--- src/logic/add_skip_map.vh ---
`ifndef ADD_SKIP_MAP_VH
`define ADD_SKIP_MAP_VH
// opcodes
`define OP_ADD_NIB_HI     4'ha
`define OP_ADD_BYTE       8'hc9
`define OP_ADD_IND        8'h3f
`define OP_ADC_IND        8'h3e
`define OP_PAIR_PREFIX    8'hdc
`define OP_PAIR_SRC_HI    5'h13
`define OP_PAIR_DST_HI    5'h12
// pair selector field of second byte
`define PAIR_SEL_HI       2
`define PAIR_SEL_LO       1
// cycle counts
`define CYC_ONE_BYTE      2'h1
`define CYC_TWO_BYTE      2'h2
`endif

--- src/logic/add_skip_overflow_exec.v ---
`timescale 1ns/1ps
`include "add_skip_map.vh"

module add_skip_overflow_exec (
  input  wire       mclk_i,
  input  wire       reset_n_i,
  input  wire       instr_valid_i,
  input  wire [7:0] byte0_i,
  input  wire [7:0] byte1_i,
  input  wire [3:0] mem_nibble_i,
  input  wire [7:0] pair_rd_data_i,
  output wire       busy_o,
  output reg  [1:0] pair_sel_o,
  output reg        pair_we_o,
  output reg  [7:0] pair_wr_data_o,
  output wire [3:0] work_nibble_o,
  output wire [7:0] extended_accumulator_o,
  output wire       carry_o,
  output reg        skip_o,
  output reg        done_o
);

  //////////////////////////////////////////////////////////////////////////
  // architectural state

  // work nibble is the low nibble of the extended accumulator
  reg  [7:0] ea_ff;
  reg        carry_ff;
  // a skip is owed to the next issued instruction
  reg        skip_pend_ff;
  // last executed instruction was the indirect add-with-carry
  reg        adc_prev_ff;
  // and that add-with-carry overflowed
  reg        adc_ovf_ff;
  // extra cycles still owed by the current instruction
  reg  [1:0] cnt_ff;

  //////////////////////////////////////////////////////////////////////////
  // next-state values and scratch

  reg  [7:0] nxt_ea;
  reg        nxt_carry;
  reg        nxt_skip_pend;
  reg        nxt_adc_ovf;
  reg        nxt_adc_prev;
  reg  [1:0] nxt_cnt;
  reg        nxt_skip;
  reg        nxt_done;
  reg  [8:0] sum9;
  reg  [4:0] sum5;
  reg  [1:0] len;
  reg        ovf;

  //////////////////////////////////////////////////////////////////////////
  // decoders

  // instruction length in bytes
  function [1:0] instr_len;
    input [7:0] b0;
    begin
      if (b0 == `OP_ADD_BYTE || b0 == `OP_PAIR_PREFIX)
        instr_len = `CYC_TWO_BYTE;
      else
        instr_len = `CYC_ONE_BYTE;
    end
  endfunction

  // literal nibble add form
  function is_nib_add;
    input [7:0] b0;
    begin
      is_nib_add = (b0[7:4] == `OP_ADD_NIB_HI);
    end
  endfunction

  // prefixed pair form with the given second-byte head
  function is_pair_form;
    input [7:0] b0;
    input [7:0] b1;
    input [4:0] hi;
    begin
      is_pair_form = (b0 == `OP_PAIR_PREFIX) &&
                     (b1[7:3] == hi) &&
                     !b1[0];
    end
  endfunction

  wire       issue;
  wire       nib_op;
  wire       src_op;
  wire       dst_op;
  wire       adc_squash;

  assign issue      = instr_valid_i && (cnt_ff == 2'h0);
  assign nib_op     = is_nib_add(byte0_i);
  assign src_op     = is_pair_form(byte0_i, byte1_i, `OP_PAIR_SRC_HI);
  assign dst_op     = is_pair_form(byte0_i, byte1_i, `OP_PAIR_DST_HI);
  // overflowing add-with-carry squashes a following nibble add
  assign adc_squash = adc_prev_ff && adc_ovf_ff && nib_op;

  //////////////////////////////////////////////////////////////////////////
  // outputs

  assign work_nibble_o          = ea_ff[3:0];
  assign extended_accumulator_o = ea_ff;
  assign carry_o                = carry_ff;
  assign busy_o                 = (cnt_ff != 2'h0);

  //////////////////////////////////////////////////////////////////////////
  // execute

  always @* begin
    nxt_ea         = ea_ff;
    nxt_carry      = carry_ff;
    nxt_skip_pend  = skip_pend_ff;
    nxt_adc_ovf    = adc_ovf_ff;
    nxt_adc_prev   = adc_prev_ff;
    nxt_cnt        = cnt_ff;
    nxt_skip       = 1'b0;
    nxt_done       = 1'b0;
    sum9           = 9'h000;
    sum5           = 5'h00;
    ovf            = 1'b0;
    len            = instr_len(byte0_i);
    pair_sel_o     = byte1_i[`PAIR_SEL_HI:`PAIR_SEL_LO];
    pair_we_o      = 1'b0;
    pair_wr_data_o = 8'h00;
    if (cnt_ff != 2'h0) begin
      // second byte time, requests ignored
      nxt_cnt = cnt_ff - 2'h1;
    end else if (issue) begin
      nxt_cnt  = len - 2'h1;
      nxt_done = 1'b1;
      if (skip_pend_ff) begin
        // squashed: no state but the bookkeeping moves
        nxt_skip      = 1'b1;
        nxt_skip_pend = 1'b0;
        nxt_adc_prev  = 1'b0;
        nxt_adc_ovf   = 1'b0;
      end else if (adc_squash) begin
        // squashed nibble add never owes a skip itself
        nxt_skip      = 1'b1;
        nxt_adc_prev  = 1'b0;
        nxt_adc_ovf   = 1'b0;
      end else begin
        nxt_adc_prev = 1'b0;
        nxt_adc_ovf  = 1'b0;
        if (nib_op) begin
          sum5 = {1'b0, ea_ff[3:0]} + {1'b0, byte0_i[3:0]};
          nxt_ea[3:0] = sum5[3:0];
          ovf = sum5[4] & ~adc_prev_ff;
        end else if (byte0_i == `OP_ADD_IND) begin
          sum5 = {1'b0, ea_ff[3:0]} + {1'b0, mem_nibble_i};
          nxt_ea[3:0] = sum5[3:0];
          ovf = sum5[4];
        end else if (byte0_i == `OP_ADC_IND) begin
          sum5 = {1'b0, ea_ff[3:0]} + {1'b0, mem_nibble_i}
                 + {4'h0, carry_ff};
          nxt_ea[3:0]  = sum5[3:0];
          nxt_carry    = sum5[4];
          nxt_adc_prev = 1'b1;
          nxt_adc_ovf  = sum5[4];
        end else if (byte0_i == `OP_ADD_BYTE) begin
          sum9 = {1'b0, ea_ff} + {1'b0, byte1_i};
          nxt_ea = sum9[7:0];
          ovf = sum9[8];
        end else if (src_op) begin
          sum9 = {1'b0, ea_ff} + {1'b0, pair_rd_data_i};
          nxt_ea = sum9[7:0];
          ovf = sum9[8];
        end else if (dst_op) begin
          // accumulator is the source here and stays as it is
          sum9 = {1'b0, ea_ff} + {1'b0, pair_rd_data_i};
          pair_we_o      = 1'b1;
          pair_wr_data_o = sum9[7:0];
          ovf = sum9[8];
        end
        // carry untouched by add-and-skip forms
        if (ovf)
          nxt_skip_pend = 1'b1;
      end
    end
  end

  //////////////////////////////////////////////////////////////////////////
  // registers

  always @(posedge mclk_i) begin
    if (!reset_n_i) begin
      ea_ff        <= 8'h00;
      carry_ff     <= 1'b0;
      skip_pend_ff <= 1'b0;
      adc_ovf_ff   <= 1'b0;
      adc_prev_ff  <= 1'b0;
      cnt_ff       <= 2'h0;
      skip_o       <= 1'b0;
      done_o       <= 1'b0;
    end else begin
      ea_ff        <= nxt_ea;
      carry_ff     <= nxt_carry;
      skip_pend_ff <= nxt_skip_pend;
      adc_ovf_ff   <= nxt_adc_ovf;
      adc_prev_ff  <= nxt_adc_prev;
      cnt_ff       <= nxt_cnt;
      skip_o       <= nxt_skip;
      done_o       <= nxt_done;
    end
  end

endmodule // add_skip_overflow_exec

--- config.mk ---
export PLATFORM = sky130hd
export DESIGN_NAME = add_skip_overflow_exec
export DESIGN_NICKNAME = d
export VERILOG_FILES = /design/src/logic/add_skip_overflow_exec.v
export VERILOG_INCLUDE_DIRS = /design/src /design/src/logic
export SDC_FILE = /design/constraint.sdc
export NUM_CORES = 1
export LEC_CHECK = 0
export ABC_AREA = 1
export BUFFER_PORTS_ARGS = -buffer_cell sky130_fd_sc_hd__buf_2
export CAP_MARGIN = 25
export CORE_MARGIN = 2
export CORE_UTILIZATION = 45
export CTS_CLUSTER_SIZE = 40
export DETAILED_ROUTE_END_ITERATION = 7
export GPL_TIMING_DRIVEN = 0
export PLACE_DENSITY = 0.7
export SLEW_MARGIN = 10
export SYNTH_ARGS = -nofsm -noshare
export SYNTH_HDL_FRONTEND = slang
export SYNTH_SLANG_ARGS = --single-unit
--- constraint.sdc ---
create_clock -name mclk_i -period 1.95 [get_ports mclk_i]
set_input_delay 0.0975 -clock mclk_i [delete_from_list [all_inputs] [get_ports mclk_i]]
set_output_delay 0.0975 -clock mclk_i [all_outputs]
set_load 0.03 [all_outputs]
==> out/metrics.cfg, run 1 <==
[cts]
numClockSinks = 16
tritoncts = built
clockBufferDepth = 2
cts-htree-levels = 1
root_buffer = clkbuf_8
clk_pin_slew_ns = 0.07
clk_latency_ns = 0.25
cts_buffers = 3

[logic_synthesis]
netlist_area_mm2 = 0.00225
ys_ff_latch = 16
seq_area_frac_synth_pct = 14.3
yosys.cell_types.count = 30
synth_nets = 432
yosysWarningCount = 0
netlist_instances = 371
avgSynthCellArea_um2 = 6.06

[worst_setup_path]
r2r_start = extended_accumulator_o[0]$_SDFFE_PN0P_
critPathSlowestCell = fa_2
r2r_cells = 8
criticalPathCategory = register to register
path_buf_inv = 0
crit_cells = 8
r2r_end = carry_o$_SDFFE_PN0P_
cp.required_ns = 2.13
r2r_slack_ns = 0.004
crit_path_end_kind = register
critPathMaxStageDelay_ns = 0.56
crit_top_cell = ha_4
crit_end = carry_o$_SDFFE_PN0P_
path_cells = ha_4 -> fa_2 -> ha_4 -> nand2_4 -> a21oi_4 -> xor2_2 -> nand2_1 -> a21oi_1
arrival_ns = 2.13
start_kind = register
crit_start = extended_accumulator_o[0]$_SDFFE_PN0P_
crit_fanout = 4
path_delay_family = adder cells

[die]
std_cell_rows = 25
io_pins = 58
die_area_mm2 = 0.00557
core_mm2 = 0.00475
fp.dieH_um = 74.7
dieWidth_um = 74.7
start_util_pct = 47.3

[sta]
setup_tns_ns = 0
hold_slack_ns = 0.169
finalMaxSlewViolations = 0
fmax_mhz = 514
skew_ns = 0.00681
tightest_slew_ns = 0.288
min_period_ns = 1.95
finalSetupViolations = 0
maxSlewHeadroom_pct = 80.8
final.period_utilization_pct = 99.8
rsz0062_at_grt = yes
layout_setup_ws_ns = 0.00361
finalHoldViolCount = 0

[global_route]
grt_max_degree = 11
grt-ovfl-total = 0
first_global_vias = 2186
grt_pass1_wl_um = 9430
grt_antenna_before_repair = 0
track_usage_pct = 21.7

[layout]
num-nets-final = 502
layout_commonest_cell = nand2_1
utilization_pct = 61.9
final_cell_mix = 80 x nand2_1, 57 x inv_1, 52 x buf_2
drive_above_1_share_pct = 30.5
insertedDiodeCount = 0
area_growth_pct = 31.0

[placement]
dpl_worst_slack_ns = -0.155
place.port_buffers = 57
dpl.hpwl_um = 4750
gp_congestion = 0.914

[flow_run]
drv_cap = 0

[power_and_ir_drop]
p_per_area_mw_per_mm2 = 320
p_leak_uw = 0.00165
design_power_total_uw = 942
vdd_drop_max_uv = 264

[drt]
vias_per_cell = 4.88
drtAntennaViolNets = 0
routed_wl_um = 6090
drc = 0
wl_per_cell_um = 12.0
drtPass1Iterations = 4
drtIter0Drc = 126
vias = 2473

[hold_path]
hold_path.class = primary input to register

[outcome]
run_status = finished clean

-- registers in the layout, summed over array words and instances (netlist names) --
register	flops
skip_o	1
carry_o	1
cnt_ff	2
extended_accumulator_o	8
skip_pend_ff	1
adc_ovf_ff	1
done_o	1
adc_prev_ff	1
-- through the flow --
step | area (um2) | cells
floorplan | 2260 | 371
global placement | 2630 | 495
detailed placement | 2630 | 495
CTS | 2780 | 503
global route | 2940 | 507
finish | 2940 | 507
-- repair_timing --
action / 4_1_cts / 5_1_grt
pin swaps: 4 / 15
hold buffers: 0 / 0
resized for setup: 19 / 29
endpoints found under the setup margin: 9 / 15
setup buffers: 4 / 4
-- logic make-up after synthesis --
family | count (synthesis) | synth area share (%)
flip-flops | 16 | 14.3
adder cells (fa/ha/maj) | 30 | 18.0
buffers and inverters | 73 | 13.2
AO/OA/AOI/OAI | 55 | 14.0
XOR/XNOR | 5 | 1.95
AND/OR/NAND/NOR | 192 | 38.5
-- cells in the mapped netlist, drive strengths merged --
master	instances	area, um2
o211ai	1	7.51
a21o	4	30.0
dfxtp	16	320
a21oi	24	131
buf	6	45.0
o21bai	3	22.5
fa	4	80.1
nand4	6	37.5
nor3	1	5.00
inv	67	251
or2	3	18.8
nand2	88	338
nor2	52	233
nand3b	3	22.5
xor2	2	17.5
o21ai	21	109
and2	1	6.26
nand3	38	205
o21a	2	15.0
xnor2	3	26.3
ha	26	325
-- area by class of cell --
cell class              instances  area, um2
well taps                      67       83.8
fillers                       472       1810
multi-input cells             282       1790
repair buffers                 65        378
flip-flops and latches         16        334
plain buffers                   6       45.0
clock buffers                   4       55.1
inverters                      67        255
-- metal layers --
layer	wire length, um	part of all wire (%)	GRT usage (%)
met4	95	1.6	4.17
met1	2860	47	28.0
met3	264	4.3	2.54
met2	2880	47	39.2
met5	0	0	0
-- tightest hold or removal path, delay by kind of cell --
family / cells / cell delay (ns)
buffers and inverters: 1 / 0.16
and+or+nand+nor: 1 / 0.04
AOI/OAI and AO/OA: 1 / 0.09
-- worst min path at each step --
stage / depth (start not counted) / slack, ns / endpoint / start
after floorplan: 2 / 0.23 / cnt_ff[0]$_SDFFE_PN0P_ / reset_n_i
after global placement: 3 / 0.44 / extended_accumulator_o[0]$_SDFFE_PN0P_ / reset_n_i
after detailed placement: 3 / 0.44 / extended_accumulator_o[1]$_SDFFE_PN0P_ / reset_n_i
after CTS: 3 / 0.17 / extended_accumulator_o[1]$_SDFFE_PN0P_ / reset_n_i
after global routing: 3 / 0.19 / cnt_ff[0]$_SDFFE_PN0P_ / reset_n_i
final: 3 / 0.17 / extended_accumulator_o[6]$_SDFFE_PN0P_ / reset_n_i
-- power by group --
group,total (uW),internal (uW),switching [uW]
clock,299,179,120
sequential,335,328,7.54
combinational,307,124,183
total,942,631,311
No activity file was read; power rests on OpenSTA's default activity.
==> inputs of run 2 (changes only) <==
ABC_AREA = not set   (was 1)
PLACE_DENSITY = 0.72   (was 0.7)
==> run 2 against run 1 <==
Against the previous run: the flow now finishes with violations (negative setup slack); hold slack worse by 0.010 ns; core utilization increased by 2.4 points; largest power group unchanged; non-clock buffer count up 9; highest routed layer unchanged; synthesized cell count is 34% lower.
==> out/metrics.cfg, run 2 <==
[worst_setup_path]
critPathSlowestCell = dfxtp_4
path_buf_inv = 2
path_cells = ha_4 -> inv_2 -> fa_2 -> nor2b_2 -> o31a_1 -> o31a_1 -> a21oi_2 -> and3_4 -> buf_6
arrival_ns = 2.09
criticalPathCategory = register to primary output
crit_fanout = 3
start_kind = register
path_delay_family = compound AO/OA/AOI/OAI gates
crit_top_cell = o31a_1
critPathMaxStageDelay_ns = 0.36
crit_path_end_kind = primary output
cp.required_ns = 1.85

[global_route]
grt_pass1_wl_um = 9630
grt_antenna_before_repair = 0
track_usage_pct = 24.0
grt-ovfl-total = 0
first_global_vias = 2093
grt_max_degree = 11

[drt]
drtAntennaViolNets = 0
vias_per_cell = 5.75
drc = 0
wl_met3_um = 296
drtPass1Iterations = 4
drtIter0Drc = 96
wl_met2_um = 3020
wl_per_cell_um = 16.0
wl_met1_um = 2490
routed_wl_um = 5910
routed.top_layer = met4
vias = 2120

[layout]
design_area_mm2 = 0.00276
final_cell_mix = 48 x buf_2, 20 x nor2_1, 20 x nand2_1, 20 x ha_1, 19 x buf_4
fillers = 366
area_growth_pct = 40.0
largest_reg_flops = 8
drive_above_1_share_pct = 42.0
num-nets-final = 379
layout_commonest_cell = buf_2
insertedDiodeCount = 0

[die]
io_pins = 58
start_util_pct = 45.9
std_cell_rows = 24
core_mm2 = 0.00429
fp.dieH_um = 70.2
die_area_mm2 = 0.00493
dieWidth_um = 70.2

[sta]
layout_setup_ws_ns = -0.241
finalMaxSlewViolations = 0
finalHoldViolCount = 0
maxSlewHeadroom_pct = 62.8
rsz0062_at_grt = yes
finalSetupViolations = 8
fmax_mhz = 456
min_period_ns = 2.19
tightest_slew_ns = 0.558
hold_slack_ns = 0.159
final.period_utilization_pct = 112
skew_ns = 0.00147

[power_and_ir_drop]
intPower_uw = 632
p_switching_uw = 281
sw_frac_of_total_pct = 30.8
p_per_area_mw_per_mm2 = 331
p_leak_uw = 0.00131
design_power_total_uw = 913
vdd_drop_max_uv = 375
clock_power_share_pct = 33.0
comb_power_share_pct = 30.8
power_frac_seq_pct = 36.2

[cts]
numClockSinks = 16
clk_pin_slew_ns = 0.07
clk_latency_ns = 0.25
root_buffer = clkbuf_8
cts_hold_buffers = 0
tritoncts = built
clockBufferDepth = 2
cts_buffers = 3
cts-htree-levels = 1

[logic_synthesis]
ys_ff_latch = 16
avgSynthCellArea_um2 = 8.08
seq_area_frac_synth_pct = 16.2
netlist_instances = 244
ys_top_cells_by_count = 26 x ha_1, 24 x nor2_1, 22 x nand2_1
netlist_area_mm2 = 0.00197
synth_edf_count = 0
yosys.area.top_type = ha_1
yosysWarningCount = 0
ys_async_sr_fraction_pct = 0
yosys.cell_types.count = 53
yosysMostFrequentCell = ha_1
synth_flop_cell = dfxtp_1
synth_top_cell_area_share_pct = 16.5
synth_nets = 305
yosys-top-cells-area = ha_1 16%, dfxtp_1 16%, xnor2_1 4.9%, nor2_1 4.6%, a21oi_1 4.3%

[hold_path]
hold_path.class = primary input to register

[outcome]
run_status = complete, but fails checks
failed_checks = negative setup slack

[placement]
place.port_buffers = 57
dpl.hpwl_um = 4290
gp_congestion = 0.918
dpl_cell_area_mm2 = 0.00237

[flow_run]
drv_cap = 0

## run 2: per-layer routing
layer  track usage [%]  vias up
li1                  -     1037
met1              28.9     1013
met2              45.5       60
met3              3.32       10
met4              4.27        0
met5                 0        -
## run 2: kinds of logic (layout without fill, tap and decap cells)
kind of cell	after synthesis	after routing	synth area share [%]
simple gates	86	86	23.7
compound gates	70	70	24.6
fa+ha+maj	30	30	20.6
buf+inv	23	96	6.09
flops	16	16	16.2
xor+xnor	13	13	5.77
mux	6	6	3.11
## run 2: worst register-to-register path, delay by kind of cell, from the launching register on
family | cells | cell delay, ns
buf+inv | 1 | 0.14
xor+xnor | 1 | 0.12
simple gates | 2 | 0.19
fa+ha+maj | 3 | 0.88
flops | 1 | 0.36
compound gates | 3 | 0.40
## run 2: layout make-up
class                           instances  area, um2  area share, %
Buffer                                 11       75.1           2.72
Clock buffer                            4       55.1           1.99
Inverter                               12       48.8           1.77
Multi-Input combinational cell        205       1750           63.3
Sequential cell                        16        337           12.2
Tap cell                               52       65.1           2.36
Timing Repair Buffer                   69        432           15.6
## run 2: repair_timing
item                                   in CTS  in global routing
setup buffers                              11                  7
pin swaps                                  15                 23
setup endpoints to repair                  15                 17
resized for setup                          37                 26
endpoints found under the hold margin       0                  0
## run 2: path summary, 6_finish.rpt
path	endpoint	slack [ns]	from	cells after the start
worst min register to register	cnt_ff[0]$_SDFFE_PN0P_	0.42	cnt_ff[0]$_SDFFE_PN0P_	1
worst min-delay path	skip_o$_SDFF_PP0_	0.16	reset_n_i	3
worst max-delay path	pair_wr_data_o[6]	-0.24	extended_accumulator_o[0]$_SDFFE_PN0P_	9
worst max register to register	extended_accumulator_o[2]$_SDFFE_PN0P_	-0.23	extended_accumulator_o[0]$_SDFFE_PN0P_	10
## run 2: metrics by stage
step / setup TNS, ns / worst slack, ns / utilization (%) / instances
final: -1.14 / -0.241 / 64.3 / 369
after global routing: -2.28 / -0.325 / 64.3 / 369
after CTS: -1.42 / -0.305 / 61.6 / 365
after detailed placement: -0.907 / -0.203 / 55.1 / 353
after global placement: -0.734 / -0.188 / 55.1 / 353
after floorplan: -0.127 / -0.0662 / - / 244
## run 2: power groups by stage
stage,clock network (uW),registers (uW),logic (uW)
after CTS,307,330,265
after detailed placement,0,341,235
after global placement,0,341,233
final,301,331,281
after floorplan,0,345,147
after global routing,320,331,307
